[src/shared/trig_gen_pkg.sv]
// Constants and types for the trigger list generator
package trig_gen_pkg;
  localparam int ADDR_W = 8;
  localparam int DATA_W = 32;
  localparam int VAL_W = 16;
  localparam int MEM_AW = 6;
  localparam int CNT_W = 6;
  // Register byte offsets
  localparam logic [ADDR_W-1:0] OFS_CTRL = 8'h00;
  localparam logic [ADDR_W-1:0] OFS_STATUS = 8'h04;
  localparam logic [ADDR_W-1:0] OFS_CLEAR = 8'h08;
  localparam logic [ADDR_W-1:0] OFS_ENABLE = 8'h0C;
  localparam logic [ADDR_W-1:0] OFS_LIST0 = 8'h10;
  localparam logic [ADDR_W-1:0] OFS_LIST1 = 8'h14;
  localparam logic [ADDR_W-1:0] OFS_DEBUG = 8'h18;
  localparam logic [ADDR_W-1:0] OFS_NEXTV = 8'h1C;
  // Status / enable layout
  localparam int BIT_REL_ERR = 0;
  localparam int BIT_TIM_ERR = 1;
  localparam int BIT_DONE = 2;
  localparam int NUM_EV = 3;
  // Control layout
  localparam int BIT_GEN_EN = 0;
  localparam int BIT_LOAD_OK = 1;
  // Debug layout
  localparam int BIT_LIST = 8;
  localparam logic [VAL_W-1:0] END_MARK = 16'h0000;
  localparam logic [CNT_W-1:0] MAX_TRIG = 6'h20;
  localparam logic [CNT_W-1:0] CNT_ZERO = 6'h00;
  // Memory read latency of one value fetch, in bus cycles
  localparam logic [1:0] FETCH_CYC = 2'h2;
  localparam logic [VAL_W-1:0] VAL_ONE = 16'h0001;
  localparam logic [DATA_W-1:0] UNMAPPED = 32'h00000000;

  typedef enum logic [3:0] {
    ST_IDLE = 4'b0001,
    ST_FETCH = 4'b0010,
    ST_WAIT = 4'b0100,
    ST_HALT = 4'b1000
  } gen_state_t;
endpackage

[src/core/trig_gen.sv]
// Trigger list generator with error, done and debug status
//
// Implementation choices: the register addresses and the Wishbone interface to the registers.
`timescale 1ns/1ns
// Functional notes
// - Error recovery at next reload; async reload silent
// - ECC-bad value discarded, no reload error
// - Spacing of one gives timing error, except on the fetch after the 32nd trigger
// - Fetched value below counter sets timing error
// - Timing error halts list until reload
// - Decreasing or late values give timing error
// - ECC-bad value leaves timing error clear
// - Error enable raises interrupt on timing error
// - Done on zero value or 32 triggers
// - Done rises one fetch after last trigger
// - Done enable raises interrupt on done
// - ECC-bad value leaves done flag clear
// - Debug shows active list
// - Debug count since reload, zero at maximum
// - Debug shows next fetched value
// - Debug views frozen after list finishes
// - Reload clears count; sync reload swaps list on load-ok
module trig_gen
  import trig_gen_pkg::*;
(
  input wire logic clk_i,
  input wire logic rst_i,
  input wire logic ce_i,
  input wire logic wb_cyc_i,
  input wire logic wb_stb_i,
  input wire logic wb_we_i,
  input wire logic [ADDR_W-1:0] wb_adr_i,
  input wire logic [3:0] wb_sel_i,
  input wire logic [DATA_W-1:0] wb_dat_i,
  output logic [DATA_W-1:0] wb_dat_o,
  output logic wb_ack_o,
  input wire logic reload_i,
  input wire logic async_reload_i,
  input wire logic [VAL_W-1:0] counter_i,
  output logic mem_rd_o,
  output logic [MEM_AW-1:0] mem_adr_o,
  input wire logic [VAL_W-1:0] mem_dat_i,
  input wire logic double_bit_ecc_flag_i,
  output logic trigger_o,
  output logic irq_o
);

  typedef struct packed {
    gen_state_t st;
    logic gen_en;
    logic list_swap_load_ok;
    logic [MEM_AW-1:0] base0;
    logic [MEM_AW-1:0] base1;
    logic [NUM_EV-1:0] status;
    logic [NUM_EV-1:0] enable;
    logic active_list_view;
    logic [CNT_W-1:0] trigger_count_view;
    logic [VAL_W-1:0] next_value_view;
    logic [VAL_W-1:0] prev_value;
    logic first;
    logic [1:0] wait_cnt;
    logic [MEM_AW-1:0] ptr;
    logic mem_rd;
    logic trigger;
    logic irq;
    logic ack;
    logic [DATA_W-1:0] rdata;
  } state_t;

  state_t r;
  state_t next_r;

  // -----------------------------------------------------------------
  // Register read mux
  // -----------------------------------------------------------------
  function automatic logic [DATA_W-1:0] read_reg(input state_t s, input logic [ADDR_W-1:0] a);
    logic [DATA_W-1:0] d;
    d = UNMAPPED;
    unique case (a)
      OFS_CTRL: begin
        d[BIT_GEN_EN] = s.gen_en;
        d[BIT_LOAD_OK] = s.list_swap_load_ok;
      end
      OFS_STATUS: d[NUM_EV-1:0] = s.status;
      OFS_ENABLE: d[NUM_EV-1:0] = s.enable;
      OFS_LIST0: d[MEM_AW-1:0] = s.base0;
      OFS_LIST1: d[MEM_AW-1:0] = s.base1;
      OFS_DEBUG: begin
        d[CNT_W-1:0] = s.trigger_count_view;
        d[BIT_LIST] = s.active_list_view;
      end
      OFS_NEXTV: d[VAL_W-1:0] = s.next_value_view;
      default: d = UNMAPPED;
    endcase
    return d;
  endfunction

  // Memory data is valid only in the last fetch cycle
  function automatic logic at_sample(input state_t s);
    return s.st == ST_FETCH && s.wait_cnt == 2'h0;
  endfunction

  logic bus_req;
  logic bus_wr;
  logic [NUM_EV-1:0] ev_set;
  logic [NUM_EV-1:0] ev_clr;
  logic sel_list;
  logic [CNT_W-1:0] cnt_inc;
  // No reload and not frozen: the sequencer acts alone
  logic quiet;

  always_comb begin
    next_r = r;
    ev_set = '0;
    ev_clr = '0;
    next_r.trigger = 1'b0;
    next_r.mem_rd = 1'b0;
    bus_req = wb_cyc_i && wb_stb_i && !r.ack;
    bus_wr = bus_req && wb_we_i && wb_sel_i[0];
    cnt_inc = r.trigger_count_view + 6'h01;
    sel_list = r.active_list_view;

    // ---------------------------------------------------------------
    // Wishbone slave, one wait state, ack drops after one cycle
    // ---------------------------------------------------------------
    next_r.ack = bus_req;
    next_r.rdata = bus_req ? read_reg(r, wb_adr_i) : r.rdata;
    if (bus_wr) begin
      unique case (wb_adr_i)
        OFS_CTRL: begin
          next_r.gen_en = wb_dat_i[BIT_GEN_EN];
          next_r.list_swap_load_ok = wb_dat_i[BIT_LOAD_OK];
        end
        OFS_CLEAR: ev_clr = wb_dat_i[NUM_EV-1:0];
        OFS_ENABLE: next_r.enable = wb_dat_i[NUM_EV-1:0];
        OFS_LIST0: next_r.base0 = wb_dat_i[MEM_AW-1:0];
        OFS_LIST1: next_r.base1 = wb_dat_i[MEM_AW-1:0];
        default: ;
      endcase
    end

    // ---------------------------------------------------------------
    // Sequencer
    // ---------------------------------------------------------------
    unique case (r.st)
      ST_IDLE, ST_HALT: ;
      ST_FETCH: begin
        if (r.wait_cnt != 2'h0) begin
          next_r.wait_cnt = r.wait_cnt - 2'h1;
        end else if (double_bit_ecc_flag_i) begin
          next_r.st = ST_HALT;
        end else begin
          next_r.next_value_view = mem_dat_i;
          next_r.prev_value = mem_dat_i;
          if (mem_dat_i == END_MARK || r.trigger_count_view == MAX_TRIG) begin
            ev_set[BIT_DONE] = 1'b1;
            next_r.st = ST_HALT;
            if (r.trigger_count_view == MAX_TRIG) begin
              next_r.trigger_count_view = CNT_ZERO;
            end
          end else if (mem_dat_i < counter_i ||
                       (!r.first && mem_dat_i < r.prev_value) ||
                       (!r.first && mem_dat_i - r.prev_value == VAL_ONE)) begin
            ev_set[BIT_TIM_ERR] = 1'b1;
            next_r.st = ST_HALT;
          end else begin
            next_r.st = ST_WAIT;
          end
        end
      end
      ST_WAIT: begin
        if (counter_i == r.next_value_view) begin
          next_r.trigger = 1'b1;
          next_r.trigger_count_view = cnt_inc;
          next_r.first = 1'b0;
          next_r.ptr = r.ptr + 6'h01;
          next_r.mem_rd = 1'b1;
          next_r.wait_cnt = FETCH_CYC;
          next_r.st = ST_FETCH;
        end else if (counter_i > r.next_value_view) begin
          ev_set[BIT_TIM_ERR] = 1'b1;
          next_r.st = ST_HALT;
        end
      end
      default: next_r.st = ST_IDLE;
    endcase

    // ---------------------------------------------------------------
    // Reload overrides any sequence in progress
    // ---------------------------------------------------------------
    if ((reload_i || async_reload_i) && r.gen_en) begin
      if (reload_i && r.list_swap_load_ok) begin
        sel_list = !r.active_list_view;
        next_r.list_swap_load_ok = 1'b0;
      end
      if (reload_i && !async_reload_i && (r.st == ST_FETCH || r.st == ST_WAIT)) begin
        ev_set[BIT_REL_ERR] = 1'b1;
      end
      next_r.active_list_view = sel_list;
      next_r.trigger_count_view = CNT_ZERO;
      next_r.ptr = sel_list ? r.base1 : r.base0;
      next_r.first = 1'b1;
      next_r.mem_rd = 1'b1;
      next_r.wait_cnt = FETCH_CYC;
      next_r.st = ST_FETCH;
    end

    // ---------------------------------------------------------------
    // Status flags and interrupt
    // ---------------------------------------------------------------
    // Set wins over software clear
    next_r.status = (r.status & ~ev_clr) | ev_set;
    next_r.irq = |(next_r.status & r.enable);
  end

  // -----------------------------------------------------------------
  // State register
  // -----------------------------------------------------------------
  always_ff @(posedge clk_i) begin
    if (rst_i) begin
      r <= '0;
      r.st <= ST_IDLE;
    end else if (ce_i) begin
      r <= next_r;
    end
  end

  // -----------------------------------------------------------------
  // Outputs, all straight from flip-flops
  // -----------------------------------------------------------------
  assign wb_dat_o = r.rdata;
  assign wb_ack_o = r.ack;
  assign mem_rd_o = r.mem_rd;
  assign mem_adr_o = r.ptr;
  assign trigger_o = r.trigger;
  assign irq_o = r.irq;
  assign quiet = ce_i && !reload_i && !async_reload_i;

  // -----------------------------------------------------------------
  // Checks
  // -----------------------------------------------------------------
  a_ecc_no_done: assert property (@(posedge clk_i) disable iff (rst_i)
    (ce_i && r.st == ST_FETCH && r.wait_cnt == 2'h0 && double_bit_ecc_flag_i &&
     !reload_i && !async_reload_i) |=> !$rose(r.status[BIT_DONE]))
    else $error("done set on ecc value");
  a_ecc_no_terr: assert property (@(posedge clk_i) disable iff (rst_i)
    (ce_i && r.st == ST_FETCH && r.wait_cnt == 2'h0 && double_bit_ecc_flag_i &&
     !reload_i && !async_reload_i) |=> !$rose(r.status[BIT_TIM_ERR]))
    else $error("timing error on ecc value");
  a_terr_halts: assert property (@(posedge clk_i) disable iff (rst_i)
    $rose(r.status[BIT_TIM_ERR]) && r.st == ST_HALT |-> !r.trigger)
    else $error("trigger after timing error");
  a_low_value: assert property (@(posedge clk_i) disable iff (rst_i)
    (ce_i && r.st == ST_FETCH && r.wait_cnt == 2'h0 && !double_bit_ecc_flag_i &&
     !reload_i && !async_reload_i && mem_dat_i != END_MARK &&
     r.trigger_count_view != MAX_TRIG && mem_dat_i < counter_i)
    |=> r.status[BIT_TIM_ERR] && r.st == ST_HALT)
    else $error("low value not flagged");
  a_irq_gate: assert property (@(posedge clk_i) disable iff (rst_i)
    $past(ce_i) |-> irq_o == |(r.status & $past(r.enable)))
    else $error("irq mismatch");
  a_reload_clear: assert property (@(posedge clk_i) disable iff (rst_i)
    (ce_i && reload_i && r.gen_en) |=> r.trigger_count_view == CNT_ZERO && r.st == ST_FETCH)
    else $error("reload did not restart");
  a_async_silent: assert property (@(posedge clk_i) disable iff (rst_i)
    (ce_i && async_reload_i && !r.status[BIT_REL_ERR]) |=> !r.status[BIT_REL_ERR])
    else $error("async reload set reload error");
  a_trig_count: assert property (@(posedge clk_i) disable iff (rst_i)
    (ce_i && r.st == ST_WAIT && counter_i == r.next_value_view && !reload_i && !async_reload_i)
    |=> trigger_o && r.trigger_count_view == $past(cnt_inc))
    else $error("match did not trigger");
  a_done_later: assert property (@(posedge clk_i) disable iff (rst_i)
    $rose(r.status[BIT_DONE]) |-> !trigger_o)
    else $error("done with trigger");
  a_views_hold: assert property (@(posedge clk_i) disable iff (rst_i)
    (r.st == ST_HALT && !reload_i && !async_reload_i) |=> $stable(r.next_value_view))
    else $error("views changed after finish");

  // -----------------------------------------------------------------
  // Bus handshake checks
  // -----------------------------------------------------------------
  // Classic cycle: one wait state, ack never stretched
  a_wb_answer: assert property (@(posedge clk_i) disable iff (rst_i)
    ce_i && wb_cyc_i && wb_stb_i && !wb_ack_o |=> wb_ack_o)
    else $error("bus request not answered");
  a_wb_pulse: assert property (@(posedge clk_i) disable iff (rst_i)
    ce_i && wb_ack_o |=> !wb_ack_o)
    else $error("ack longer than one cycle");
  // A clear in the same cycle as an event must not lose it
  a_set_wins: assert property (@(posedge clk_i) disable iff (rst_i)
    ce_i && (|ev_set) |=> (r.status & $past(ev_set)) == $past(ev_set))
    else $error("event lost to clear");

  // -----------------------------------------------------------------
  // Error checks
  // -----------------------------------------------------------------
  a_ecc_discard: assert property (@(posedge clk_i) disable iff (rst_i)
    at_sample(r) && double_bit_ecc_flag_i && quiet
    |=> r.st == ST_HALT && $stable(r.next_value_view))
    else $error("ecc value not discarded");
  a_spacing_one: assert property (@(posedge clk_i) disable iff (rst_i)
    at_sample(r) && !double_bit_ecc_flag_i && quiet && !r.first &&
    mem_dat_i != END_MARK && r.trigger_count_view != MAX_TRIG &&
    mem_dat_i - r.prev_value == VAL_ONE |=> r.status[BIT_TIM_ERR] && r.st == ST_HALT)
    else $error("spacing of one not flagged");
  a_descend_err: assert property (@(posedge clk_i) disable iff (rst_i)
    at_sample(r) && !double_bit_ecc_flag_i && quiet && !r.first &&
    mem_dat_i != END_MARK && r.trigger_count_view != MAX_TRIG &&
    mem_dat_i < r.prev_value |=> r.status[BIT_TIM_ERR] && r.st == ST_HALT)
    else $error("falling value not flagged");
  // Counter passing the value means the fetch ran late
  a_late_match: assert property (@(posedge clk_i) disable iff (rst_i)
    quiet && r.st == ST_WAIT && counter_i > r.next_value_view
    |=> r.status[BIT_TIM_ERR] && r.st == ST_HALT)
    else $error("late value not flagged");
  // Only a reload may leave the halt state
  a_halt_wait: assert property (@(posedge clk_i) disable iff (rst_i)
    quiet && r.st == ST_HALT |=> r.st == ST_HALT && !r.mem_rd)
    else $error("halted list resumed without reload");
  a_err_irq: assert property (@(posedge clk_i) disable iff (rst_i)
    $past(ce_i) && r.status[BIT_TIM_ERR] && $past(r.enable[BIT_TIM_ERR]) |-> irq_o)
    else $error("timing error without interrupt");
  a_rerr_running: assert property (@(posedge clk_i) disable iff (rst_i)
    ce_i && reload_i && !async_reload_i && r.gen_en && (r.st == ST_FETCH || r.st == ST_WAIT)
    |=> r.status[BIT_REL_ERR])
    else $error("reload into running list not flagged");
  a_async_fetch: assert property (@(posedge clk_i) disable iff (rst_i)
    ce_i && async_reload_i && r.gen_en
    |=> r.st == ST_FETCH && mem_rd_o)
    else $error("async reload did not restart");

  // -----------------------------------------------------------------
  // Done and debug view checks
  // -----------------------------------------------------------------
  a_zero_done: assert property (@(posedge clk_i) disable iff (rst_i)
    at_sample(r) && !double_bit_ecc_flag_i && quiet && mem_dat_i == END_MARK
    |=> r.status[BIT_DONE] && r.st == ST_HALT)
    else $error("end mark did not finish list");
  // Count view wraps to zero when the maximum is reached
  a_max_done: assert property (@(posedge clk_i) disable iff (rst_i)
    at_sample(r) && !double_bit_ecc_flag_i && quiet && r.trigger_count_view == MAX_TRIG
    |=> r.status[BIT_DONE] && r.trigger_count_view == CNT_ZERO)
    else $error("maximum count did not finish list");
  a_done_irq: assert property (@(posedge clk_i) disable iff (rst_i)
    $past(ce_i) && r.status[BIT_DONE] && $past(r.enable[BIT_DONE]) |-> irq_o)
    else $error("done without interrupt");
  a_next_view: assert property (@(posedge clk_i) disable iff (rst_i)
    ce_i && at_sample(r) && !double_bit_ecc_flag_i |=> r.next_value_view == $past(mem_dat_i))
    else $error("next value view not loaded");
  a_count_hold: assert property (@(posedge clk_i) disable iff (rst_i)
    quiet && r.st == ST_HALT
    |=> $stable(r.trigger_count_view) && $stable(r.active_list_view))
    else $error("count or list view changed after finish");

  // -----------------------------------------------------------------
  // Reload and trigger checks
  // -----------------------------------------------------------------
  a_list_swap: assert property (@(posedge clk_i) disable iff (rst_i)
    ce_i && reload_i && r.gen_en && r.list_swap_load_ok
    |=> r.active_list_view != $past(r.active_list_view))
    else $error("list not swapped");
  a_list_keep: assert property (@(posedge clk_i) disable iff (rst_i)
    ce_i && reload_i && r.gen_en && !r.list_swap_load_ok |=> $stable(r.active_list_view))
    else $error("list swapped without load ok");
  a_idle_off: assert property (@(posedge clk_i) disable iff (rst_i)
    ce_i && !r.gen_en && r.st == ST_IDLE |=> r.st == ST_IDLE)
    else $error("disabled generator started");
  a_trig_pulse: assert property (@(posedge clk_i) disable iff (rst_i)
    ce_i && trigger_o |=> !trigger_o)
    else $error("trigger longer than one cycle");
  a_trig_fetch: assert property (@(posedge clk_i) disable iff (rst_i)
    trigger_o |-> mem_rd_o && r.st == ST_FETCH)
    else $error("trigger without next fetch");
  a_rd_pulse: assert property (@(posedge clk_i) disable iff (rst_i)
    quiet && mem_rd_o |=> !mem_rd_o)
    else $error("memory read longer than one cycle");
endmodule

[config.mk]
export PLATFORM = sky130hd
export DESIGN_NAME = trig_gen
export DESIGN_NICKNAME = d
export VERILOG_FILES = /design/src/shared/trig_gen_pkg.sv /design/src/core/trig_gen.sv
export SDC_FILE = /design/constraint.sdc
export NUM_CORES = 1
export LEC_CHECK = 0
export ABC_CLOCK_PERIOD_IN_PS = 8100
export BUFFER_PORTS_ARGS = -buffer_cell sky130_fd_sc_hd__buf_2
export CORE_AREA = 2 2 100 102
export DETAILED_ROUTE_END_ITERATION = 8
export DIE_AREA = 0 0 102 104
export PLACE_DENSITY = 0.89
export SETUP_SLACK_MARGIN = 0.05
export SKIP_LAST_GASP = 1
export SLEW_MARGIN = 30
export SYNTH_ARGS = -nofsm -noshare
export SYNTH_HDL_FRONTEND = slang
export SYNTH_SLANG_ARGS = --single-unit
[constraint.sdc]
create_clock -name clk_i -period 8.1 [get_ports clk_i]
set_input_delay 2.43 -clock clk_i [delete_from_list [all_inputs] [get_ports clk_i]]
set_output_delay 2.43 -clock clk_i [all_outputs]
set_load 0.01 [all_outputs]
After elaboration in Yosys (flattened, before gate mapping)

Index checks and enable logic that the tools add are counted.

Register bits after elaboration: 76
Logic and storage cells: 140

Add/sub/neg operators: 4
$lt $le $gt $ge: 3
Equality and inequality tests: 22
Multiplexer cells: 49
Bitwise logic cells: 6
Reductions and logical operators: 38

Operators by type and width:

| cell                | number |
|---|---|
| $mux 38             | 2 |
| $mux 6              | 7 |
| $eq 8x5->1 const B  | 4 |
| $lt 16x16->1        | 2 |
| $mux 4              | 7 |
| $ne 3x3->1 const B  | 6 |
| $eq 16x1->1 const B | 1 |
| $eq 16x16->1        | 1 |
| $eq 8x4->1 const B  | 2 |
| $gt 16x16->1        | 1 |
| $logic_not 16->1    | 1 |
| $sub 16x16->16      | 1 |
| $reduce_and 3->1    | 5 |
| $mux 1              | 14 |
| $pmux 2 s7          | 1 |
| $mux 13             | 1 |
| $add 6x1->6 const B | 2 |
| $pmux 3 s4          | 1 |
| $pmux 4 s3          | 1 |
| $pmux 6 s2          | 1 |
| $reduce_and 4->1    | 3 |
| $mux 11             | 1 |
| $logic_and 1x1->1   | 10 |
| $mux 10             | 1 |
| other kinds (29)    | 46 |

Logic depth before layout (Yosys ltp)

Gate-level depths: netlist of run 1.

Depth in word-level cells: 12
Depth in mapped cells: 11

Least setup slack after synthesis of run 1

No wires, ideal clock.

Kind: input to register
Start: input port mem_dat_i[0]
End: register r[106] (netlist name)
Setup time: 0.117 ns
Data arrival time: 4.620 ns
Required time: 7.983 ns
Slack: 3.363 ns
Stages: 10
Buffers on the path: 0
Path through: inv_1 > ha_1 > fa_1 > a222oi_1 > o211ai_1 > a2111oi_2 > nand4_1 > a2111oi_2 > nor4b_1 > a32o_1

Longest elaborated chain between the ends: 10
Elaborated cells on any way between the ends: 16
Those cells by class: 1 x add/sub; 2 x order compare; 1 x eq/ne; 6 x mux; 6 x reduce/logical

RTL lines:

| item                                                  | RTL line                         | text |
|---|---|---|
| from (decl)                                           | trig_gen.sv:42                   | `input wire logic [VAL_W-1:0] mem_dat_i,` |
| $sub 16x16->16 or $lt 16x16->1 (tied branches)        | trig_gen.sv:163, trig_gen.sv:162 |  |
| $eq 16x1->1 or $logic_and 1x1->1 (tied branches)      | trig_gen.sv:163, trig_gen.sv:162 |  |
| $logic_and 1x1->1 or $logic_or 1x1->1 (tied branches) | trig_gen.sv:163, trig_gen.sv:161 |  |
| $logic_or 1x1->1                                      | trig_gen.sv:162                  | `(!r.first && mem_dat_i < r.prev_value) \|\|` |
| $mux 4                                                | trig_gen.sv:161                  | `end else if (mem_dat_i < counter_i \|\|` |
| $mux 4 (*)                                            | trig_gen.sv:155                  | `if (mem_dat_i == END_MARK \|\| r.trigger_count_view == MAX_TRIG) begin` |
| $mux 4 (*)                                            | trig_gen.sv:150                  | `end else if (double_bit_ecc_flag_i) begin` |
| $mux 4 (*)                                            | trig_gen.sv:148                  | `if (r.wait_cnt != 2'h0) begin` |
| $pmux 4 s3 (*)                                        | trig_gen.sv:145                  | `unique case (r.st)` |
| $mux 4 (*)                                            | trig_gen.sv:191                  | `if ((reload_i \|\| async_reload_i) && r.gen_en) begin` |
| to (signal assigned)                                  | trig_gen.sv:224                  | `r <= next_r;` |
| to (decl)                                             | trig_gen.sv:70                   | `state_t r;` |

Mark *: on every way between the ends. The rest lies on a longest branch, timed or not. The select of a mux whose other input is x is not followed.
A chain may end at the register's enable or synchronous reset.

Worst setup path after layout of run 1

Ends and elaborated chain as after synthesis.

==> impl_metrics.py, run 1 <==
metrics = {
    "outcome": {
        "status": "finished, final reports clean",
    },
    "clock_tree": {
        "clkLatencyLatePin_ns": 0.36,
        "cts_tree": "built",
        "postCtsHoldBufs": 0,
        "cts_made_buffers": 9,
        "postCtsSetupRepairBufs": 0,
        "htreeDepth": 3,
        "cts_sinks": 76,
        "cts-root-buf": "clkbuf_8",
        "cts_resized": 0,
        "path_clk_slew_ns": 0.09,
        "cts.path.max_buffers": 2,
    },
    "floorplan": {
        "start_util_pct": 58.1,
        "die-area_um2": 10600,
        "fp.coreArea_um2": 9550,
        "die_w_um": 102,
        "dieHeight_um": 104,
        "row_count": 36,
        "pin_count": 127,
    },
    "layout": {
        "diodes": 0,
        "drive_above_1_share_pct": 16.2,
        "instances_no_fill": 894,
        "area_growth_pct": 9.07,
        "final_util_pct": 63.3,
        "finalNetCount": 893,
        "fillers": 899,
    },
    "setup_path": {
        "arrival_ns": 5.23,
        "criticalPathCategory": "input pin to flop",
        "crit_path_end_kind": "flop",
        "start_kind": "input pin",
        "required_ns": 8.36,
        "cp_max_fo": 3,
    },
    "place": {
        "dpl.hpwl_mm": 11.6,
        "io_buffers": 81,
        "post-place-cells": 878,
        "place_ws_ns": 2.79,
        "gp_congestion": 0.955,
    },
    "sta": {
        "rsz0062_at_grt": "false",
        "timing.clock.skew_ns": 0.0107,
        "worst_pin_slew_ns": 0.788,
        "worst_slack_ns": 3.13,
        "slew_viol_final": 0,
        "timing.final.hold_violations": 0,
        "report.final.setup_viol": 0,
        "final.setup.tns_ns": 0,
        "whs_ns": 0.467,
        "period_minus_slack_ns": 4.97,
        "fin_crit_sh_pct": 61.4,
        "slew_headroom_pct": 47.3,
        "fmax_ghz": 0.201,
    },
    "logic_synthesis": {
        "syn_inst": 707,
        "synth_edf_count": 0,
        "yosysUniqueCellTypes": 74,
        "synth_area_um2": 5540,
        "synth_area_leaders": "dfxtp_1 (27%), ha_1 (12%), a21oi_1 (5.4%), nand2_1 (5.3%), nor2_1 (5.2%)",
        "avgSynthCellArea_um2": 7.84,
        "synth_top_area_cell": "dfxtp_1",
        "yosysSeqAreaShare_pct": 27.4,
        "yosysMostFrequentCell": "nand2_1",
        "synthFlopType": "dfxtp_1",
        "yosys_warnings": 0,
        "synth_top_area_share_pct": 27.4,
        "async_flop_share_pct": 0,
        "synth_commonest_cells": "nand2_1 (79), nor2_1 (77), dfxtp_1 (76)",
        "synth_seq_cells": 76,
    },
    "global_routing": {
        "grt_first_pass_wirelength_mm": 24.5,
        "first_global_vias": 5256,
        "top_usage_layer": "met2",
        "met3_usage_pct": 6.32,
        "grt-ovfl-total": 0,
        "gr-usage-met2_pct": 49.9,
        "grtUsageTotal_pct": 28.9,
        "grt_max_degree": 69,
        "antenna_found_initial": 0,
        "use_met1_pct": 34.3,
    },
    "hold_path": {
        "min_path_type": "flop to flop",
    },
    "route": {
        "ant_nets": 0,
        "vias": 5409,
        "totalWireLength_mm": 15.3,
        "routedWlPerCell_um": 17.1,
        "drt_iter0_drc": 396,
        "drt_first_pass_iters": 5,
        "vias_per_cell": 6.05,
        "drcViolationCount": 0,
    },
    "power": {
        "cellPowerDensity_nw_per_um2": 137,
        "ir_worst_vdd_v": 0.000120,
        "swShare_pct": 27.3,
        "power_leakage_nw": 2.58,
        "clockPowerShare_pct": 39.8,
        "p_int_w": 0.000602,
        "combPwrFrac_pct": 14.8,
        "p_sw_w": 0.000227,
        "p_seq_share_pct": 45.4,
    },
    "flow_run": {
        "drv_cap": 0,
    },
}
metrics by stage:
step | instance area [um^2] | total power [W]
6_report | 6050 | 0.000829
3_5_place_dp | 5820 | 0.000504
4_1_cts | 6040 | 0.000829
2_1_floorplan | 5600 | 0.000468
3_3_place_gp | 5810 | 0.000499
5_1_grt | 6050 | 0.000859
sequential cells by signal, indices dropped and copies added (netlist names):
signal,flops
irq_o,1
mem_adr_o,6
mem_rd_o,1
r,50
trigger_o,1
wb_ack_o,1
wb_dat_o,16
cells in the final DEF (no fill, tap or decap), types with 5 or more instances in the layout:
master / n
buf_2: 81
nand2_1: 79
nor2_1: 77
dfxtp_1: 76
a21oi_1: 60
ha_1: 51
inv_1: 48
o21ai_0: 31
mux2i_1: 27
a22oi_1: 16
conb_1: 16
nand3_1: 15
nor3_1: 13
nand4_1: 11
clkbuf_8: 10
xor2_1: 8
a211oi_1: 8
a31oi_1: 8
nor3b_1: 7
a21o_1: 6
and3_1: 6
or3_1: 5
nor4_1: 5
worst paths after layout:
check                                   to  slack (ns)                      from  cells past startpoint
hold / removal    wb_dat_o[0]$_SDFFE_PP0P_        0.47  wb_dat_o[0]$_SDFFE_PP0P_                      2
hold reg to reg   wb_dat_o[0]$_SDFFE_PP0P_        0.47  wb_dat_o[0]$_SDFFE_PP0P_                      2
setup / recovery       r[106]$_SDFFE_PP0P_        3.13              mem_dat_i[0]                     11
setup reg to reg       r[106]$_SDFFE_PP0P_        4.99        r[45]$_SDFFE_PP0P_                      9
per-layer routing:
metal | vias up | share of wire [%]
li1 | 2566 | -
met1 | 2572 | 40
met2 | 228 | 49
met3 | 43 | 7.2
met4 | 0 | 3.3
met5 | - | 0
kinds of logic (layout without fill, tap and decap cells):
group / after synthesis / count (layout) / share of synthesized area, %
AOI/OAI and AO/OA: 174 / 174 / 20.1
xor gates and xnor gates: 12 / 12 / 1.90
adders and majority gates: 52 / 52 / 11.9
buffers and inverters: 109 / 148 / 10.1
DFF: 76 / 76 / 27.4
muxes: 31 / 31 / 6.30
other: 1 / 16 / 0.0676
and+or+nand+nor: 252 / 252 / 22.3
worst max-delay path: stages:
cell and delay [ns]:
buf_2 0.10, inv_1 0.07, ha_1 0.23, fa_1 0.49
nor3b_1 0.26, o311ai_0 0.22, a2111oi_2 0.32, nand4_1 0.17
a2111oi_2 0.56, nor4b_1 0.14, a32o_1 0.23
power groups by stage:
stage	clock (W)	sequential, W	combinational (W)
final	0.000330	0.000376	0.000123
after floorplan	0	0.000385	0.0000834
after global placement	0	0.000385	0.000114
after detailed placement	0	0.000385	0.000119
after CTS	0.000333	0.000376	0.000120
after global routing	0.000347	0.000376	0.000135
final cells by class:
type	instances	area, um^2	share of cell area, %
timing repair buffer	83	420	6.95
sequential	76	1520	25.2
clock buffer	10	138	2.28
inverter	49	184	3.04
clock inverter	6	86.3	1.43
tap	133	166	2.75
multi-input combinational	537	3530	58.4
No activity file was read; power rests on OpenSTA's default activity.
==> run 2, diff against run 1 <==
--- a/config.mk
+++ b/config.mk
@@ -5,12 +5,12 @@
 export SDC_FILE = /design/constraint.sdc
 export NUM_CORES = 1
 export LEC_CHECK = 0
-export ABC_CLOCK_PERIOD_IN_PS = 8100
+export ABC_CLOCK_PERIOD_IN_PS = 4400
 export BUFFER_PORTS_ARGS = -buffer_cell sky130_fd_sc_hd__buf_2
-export CORE_AREA = 2 2 100 102
+export CORE_AREA = 2 2 109 111
 export DETAILED_ROUTE_END_ITERATION = 8
-export DIE_AREA = 0 0 102 104
-export PLACE_DENSITY = 0.89
+export DIE_AREA = 0 0 111 113
+export PLACE_DENSITY = 0.8
 export SETUP_SLACK_MARGIN = 0.05
 export SKIP_LAST_GASP = 1
 export SLEW_MARGIN = 30
==> constraint.sdc (replaced) <==
create_clock -name clk_i -period 4.4 [get_ports clk_i]
set_input_delay 1.32 -clock clk_i [delete_from_list [all_inputs] [get_ports clk_i]]
set_output_delay 1.32 -clock clk_i [all_outputs]
set_load 0.01 [all_outputs]
==> run 2 against run 1 <==
Final cell count rose by 1.5%. Critical endpoint unchanged. Critical path type unchanged. Largest power group is now the clock network. Clock skew barely moved. Worst hold slack got worse by 0.0027 ns. Register-to-register slack got worse by 3.6 ns. Power rose by 100%.
==> impl_metrics.py, run 2 (same netlist as run 1, synthesis figures left out) <==
metrics = {
    "power": {
        "p_seq_share_pct": 40.9,
        "cellPowerDensity_nw_per_um2": 276,
        "combPwrFrac_pct": 13.1,
        "p_int_w": 0.00123,
        "power_leakage_nw": 2.62,
        "ir_worst_vdd_v": 0.000204,
        "clockPowerShare_pct": 46.0,
        "swShare_pct": 27.2,
        "p_sw_w": 0.000462,
    },
    "sta": {
        "timing.clock.skew_ns": 0.0112,
        "slew_viol_final": 0,
        "report.final.setup_viol": 0,
        "slew_headroom_pct": 45.5,
        "timing.final.hold_violations": 0,
        "whs_ns": 0.464,
        "rsz0062_at_grt": "false",
        "fmax_ghz": 0.262,
        "fin_crit_sh_pct": 86.6,
        "worst_pin_slew_ns": 0.810,
        "period_minus_slack_ns": 3.81,
        "final.setup.tns_ns": 0,
        "worst_slack_ns": 0.588,
    },
    "layout": {
        "fillers": 1078,
        "finalNetCount": 896,
        "top_register": "r",
        "final_common_cell": "buf_2",
        "largest_reg_flops": 50,
        "final_util_pct": 54.6,
        "final_cell_mix": "buf_2 (81), nand2_1 (79), nor2_1 (77)",
        "regArea_um2": 1520,
        "area_growth_pct": 11.1,
        "drive_above_1_share_pct": 16.4,
        "instances_no_fill": 907,
        "diodes": 0,
        "multi_input_area_um2": 3520,
    },
    "setup_path": {
        "slowest_delay_ns": 0.52,
        "required_ns": 4.63,
        "cp_max_fo": 3,
        "start_kind": "input pin",
        "crit_top_cell": "a2111oi_2",
        "cp_top_family": "compound AO/OA/AOI/OAI gates",
        "r2r_setup_slack_ns": 1.35,
        "crit_path_end_kind": "flop",
        "r2r-start": "r[45]$_SDFFE_PP0P_",
        "path_buf_inv": 2,
        "critPathSlowestCell": "a2111oi_2",
        "arrival_ns": 4.05,
        "crit_chain": "buf_2 -> inv_1 -> ha_1 -> fa_1 -> nor3b_1 -> o311ai_0 -> a2111oi_2 -> nand4_1 -> a2111oi_2 -> nor4b_1 -> a32o_1",
        "criticalPathCategory": "input pin to flop",
        "worstReg2RegEnd": "r[106]$_SDFFE_PP0P_",
        "rr_worst_depth": 9,
    },
    "route": {
        "routedWlPerCell_um": 16.0,
        "vias_per_cell": 5.78,
        "vias": 5243,
        "drt_first_pass_iters": 5,
        "totalWireLength_mm": 14.5,
        "ant_nets": 0,
        "drt_iter0_drc": 371,
        "drcViolationCount": 0,
    },
    "place": {
        "gp_congestion": 0.949,
        "place_ws_ns": 0.301,
        "post-place-cells": 891,
        "io_buffers": 81,
        "dpl.hpwl_mm": 11.1,
    },
    "clock_tree": {
        "cts-root-buf": "clkbuf_16",
        "postCtsHoldBufs": 0,
        "cts_sinks": 76,
        "postCtsSetupRepairBufs": 0,
        "clkLatencyLatePin_ns": 0.35,
        "htreeDepth": 3,
        "cts.path.max_buffers": 2,
        "cts_tree": "built",
        "cts_made_buffers": 9,
        "cts_resized": 0,
        "path_clk_slew_ns": 0.06,
    },
    "global_routing": {
        "first_global_vias": 4756,
        "grt-ovfl-total": 0,
        "antenna_found_initial": 0,
        "grtUsageTotal_pct": 23.0,
        "grt_max_degree": 37,
        "grt_first_pass_wirelength_mm": 23.5,
    },
    "floorplan": {
        "dieHeight_um": 113,
        "die-area_um2": 12500,
        "fp.coreArea_um2": 11300,
        "pin_count": 127,
        "row_count": 39,
        "die_w_um": 111,
        "start_util_pct": 49.2,
    },
    "hold_path": {
        "worstHoldPathCells": 2,
        "hold_start": "wb_dat_o[0]$_SDFFE_PP0P_",
        "min_to": "wb_dat_o[0]$_SDFFE_PP0P_",
        "min_path_type": "flop to flop",
    },
    "flow_run": {
        "drv_cap": 0,
    },
    "outcome": {
        "status": "finished, final reports clean",
    },
}
## run 2: cell count changes in the layout (fill, tap and decap cells not counted), moves of 2 or more
cell / delta
buf_4: +3
clkbuf_16: +9
clkbuf_8: -9
clkinv_2: -2
## run 2: per-stage QoR
stage | total power (W) | area, um^2
detailed placement | 0.000926 | 5850
CTS | 0.00169 | 6160
floorplan | 0.000862 | 5600
global route | 0.00176 | 6160
global placement | 0.000921 | 5850
finish | 0.00170 | 6160
## run 2: worst max-delay path by stage
stage                            start                   to  slack (ns)  cells past startpoint
after floorplan           mem_dat_i[0]  r[106]$_SDFFE_PP0P_        0.77                     10
after global placement    mem_dat_i[0]  r[106]$_SDFFE_PP0P_        0.37                     11
after detailed placement  mem_dat_i[0]  r[106]$_SDFFE_PP0P_        0.30                     11
after CTS                 mem_dat_i[0]  r[106]$_SDFFE_PP0P_        0.65                     11
after global routing      mem_dat_i[0]  r[106]$_SDFFE_PP0P_        0.51                     11
final                     mem_dat_i[0]  r[106]$_SDFFE_PP0P_        0.59                     11
## run 2: routing by layer
layer | global-route usage, % | vias to the layer above | wire length [um]
li1 | - | 2582 | -
met1 | 30.6 | 2452 | 6640
met2 | 38.0 | 188 | 6690
met3 | 4.28 | 21 | 891
met4 | 7.58 | 0 | 278
met5 | 0 | - | 0
## run 2: worst min-delay path: stages, from the launching register on
cell and delay [ns]:
dfxtp_1 0.31, nand2_1 0.05, a21oi_1 0.05
## run 2: power by group through the flow
stage | Sequential (W) | Combinational, W | Clock (W)
after CTS | 0.000693 | 0.000219 | 0.000783
after detailed placement | 0.000709 | 0.000217 | 0
after global placement | 0.000709 | 0.000212 | 0
after global routing | 0.000693 | 0.000247 | 0.000819
final | 0.000693 | 0.000222 | 0.000781
after floorplan | 0.000708 | 0.000154 | 0
## run 2: cell type report
cell class | instances | area share, %
clock buffers | 10 | 3.88
clock inverters | 6 | 1.16
inverters | 49 | 2.99
multi-input cells | 537 | 57.2
flip-flops and latches | 76 | 24.7
well taps | 143 | 2.91
repair buffers | 86 | 7.19
==> run 3, diff against run 2 <==
--- a/config.mk
+++ b/config.mk
@@ -7,10 +7,11 @@
 export LEC_CHECK = 0
 export ABC_CLOCK_PERIOD_IN_PS = 4400
 export BUFFER_PORTS_ARGS = -buffer_cell sky130_fd_sc_hd__buf_2
-export CORE_AREA = 2 2 109 111
+export CORE_AREA = 2 2 114 116
+export CTS_BUF_LIST = sky130_fd_sc_hd__clkbuf_8
 export DETAILED_ROUTE_END_ITERATION = 8
-export DIE_AREA = 0 0 111 113
-export PLACE_DENSITY = 0.8
+export DIE_AREA = 0 0 116 118
+export PLACE_DENSITY = 0.75
 export SETUP_SLACK_MARGIN = 0.05
 export SKIP_LAST_GASP = 1
 export SLEW_MARGIN = 30
==> run 3 against run 2 <==
Sequential share of layout area grew 0.23 points. Register-to-register slack improved by 0.10 ns. Wire length is 1.5% higher. Non-clock buffer count grew 1. Design area shrank 0.91%. Worst hold slack worse by 0.0070 ns. Sequential power barely moved. Critical path depth is the same. Power decreased by 12%. Final cell count grew 3.3%. Clock skew is 0.0058 ns higher. Critical path type unchanged.
==> impl_metrics.py, run 3 (same netlist as run 1, synthesis figures left out) <==
metrics = {
    "outcome": {
        "status": "finished, final reports clean",
    },
    "clock_tree": {
        "htreeDepth": 3,
        "path_clk_slew_ns": 0.09,
        "cts-root-buf": "clkbuf_8",
        "cts_tree": "built",
        "postCtsSetupRepairBufs": 0,
        "cts_sinks": 76,
        "cts_made_buffers": 9,
        "postCtsHoldBufs": 0,
        "clkLatencyLatePin_ns": 0.37,
        "cts_resized": 0,
        "cts.path.max_buffers": 2,
    },
    "sta": {
        "period_minus_slack_ns": 3.68,
        "report.final.setup_viol": 0,
        "final.setup.tns_ns": 0,
        "fmax_ghz": 0.272,
        "fin_crit_sh_pct": 83.6,
        "slew_headroom_pct": 48.4,
        "rsz0062_at_grt": "false",
        "timing.final.hold_violations": 0,
        "worst_slack_ns": 0.722,
        "worst_pin_slew_ns": 0.771,
        "slew_viol_final": 0,
        "timing.clock.skew_ns": 0.0169,
    },
    "floorplan": {
        "pin_count": 127,
        "die-area_um2": 13700,
        "fp.coreArea_um2": 12400,
        "row_count": 41,
        "die_w_um": 116,
        "start_util_pct": 44.7,
        "dieHeight_um": 118,
    },
    "setup_path": {
        "criticalPathCategory": "input pin to flop",
        "crit_path_end_kind": "flop",
        "arrival_ns": 3.94,
        "start_kind": "input pin",
        "cp_max_fo": 3,
        "required_ns": 4.66,
    },
    "layout": {
        "final_util_pct": 49.1,
        "final_common_cell": "buf_2",
        "final_cell_mix": "buf_2 (81), nand2_1 (79), nor2_1 (77)",
        "multi_input_area_um2": 3520,
        "area_growth_pct": 10.0,
        "fillers": 1282,
        "top_register": "r",
        "finalNetCount": 897,
        "drive_above_1_share_pct": 16.3,
        "regArea_um2": 1520,
        "diodes": 0,
        "largest_reg_flops": 50,
    },
    "global_routing": {
        "first_global_vias": 4853,
        "grt_max_degree": 38,
        "antenna_found_initial": 0,
        "grt-ovfl-total": 0,
        "grtUsageTotal_pct": 21.5,
        "grt_first_pass_wirelength_mm": 23.7,
    },
    "route": {
        "drt_iter0_drc": 325,
        "totalWireLength_mm": 14.7,
        "ant_nets": 0,
        "vias_per_cell": 5.52,
        "drt_first_pass_iters": 5,
        "drcViolationCount": 0,
        "vias": 5168,
        "routedWlPerCell_um": 15.7,
    },
    "place": {
        "io_buffers": 81,
        "gp_congestion": 0.936,
        "dpl.hpwl_mm": 11.4,
        "place_ws_ns": 0.334,
    },
    "power": {
        "ir_worst_vdd_v": 0.000204,
        "power_leakage_nw": 2.59,
        "cellPowerDensity_nw_per_um2": 244,
    },
    "flow_run": {
        "drv_cap": 0,
    },
    "hold_path": {
        "min_path_type": "flop to flop",
    },
}
[run 3: changes by cell type in the layout (fill, tap and decap cells not counted), sizes merged]
cell      delta
clkinvlp     -1
clkbuf       +1
clkinv       -1
inv          +1
buf          +1
[run 3: report_power, final]
| group | internal, W | leakage [nW] | switching, W | total (W) |
|---|---|---|---|---|
| Combinational | 0.0000848 | 1.87 | 0.000139 | 0.000223 |
| Clock | 0.000295 | 0.108 | 0.000276 | 0.000571 |
| Sequential | 0.000690 | 0.612 | 0.00000319 | 0.000693 |
[run 3: path summary, 6_finish.rpt]
kind | from | end | slack (ns) | cells after the start
setup reg to reg | r[57]$_SDFFE_PP0P_ | r[106]$_SDFFE_PP0P_ | 1.45 | 10
setup / recovery | mem_dat_i[0] | r[106]$_SDFFE_PP0P_ | 0.72 | 11
hold reg to reg | wb_dat_o[0]$_SDFFE_PP0P_ | wb_dat_o[0]$_SDFFE_PP0P_ | 0.46 | 2
hold / removal | wb_dat_o[0]$_SDFFE_PP0P_ | wb_dat_o[0]$_SDFFE_PP0P_ | 0.46 | 2
[run 3: final cells by class]
| cell class | count | area share (%) |
|---|---|---|
| inverters | 49 | 3.01 |
| repair buffers | 87 | 7.38 |
| clock buffers | 11 | 2.48 |
| flip-flops and latches | 76 | 24.9 |
| multi-input cells | 537 | 57.7 |
| clock inverters | 5 | 0.964 |
| well taps | 172 | 3.53 |
[run 3: routing by layer]
layer	vias up	GRT usage, %	share of wire [%]
met4	0	5.80	1.7
li1	2585	-	-
met3	21	4.12	5.1
met1	2407	28.9	47
met5	-	0	0
met2	155	35.2	47
[run 3: worst max-delay path: stages]
cell       delay, ns
buf_2           0.10
inv_1           0.06
ha_1            0.22
fa_1            0.44
a222oi_1        0.38
o211ai_1        0.17
a2111oi_2       0.22
nand4_1         0.15
a2111oi_2       0.51
nor4b_1         0.13
a32o_1          0.23
[run 3: metrics by stage]
| stage | hold WS (ns) | std cells | power (W) | area [um^2] |
|---|---|---|---|---|
| after global placement | 0.451 | 921 | 0.000924 | 5890 |
| after detailed placement | 0.448 | 921 | 0.000927 | 5890 |
| final | 0.457 | 937 | 0.00149 | 6100 |
| after CTS | 0.460 | 937 | 0.00149 | 6100 |
| after global routing | 0.482 | 937 | 0.00154 | 6100 |
| after floorplan | 0.437 | 722 | 0.000862 | 5600 |
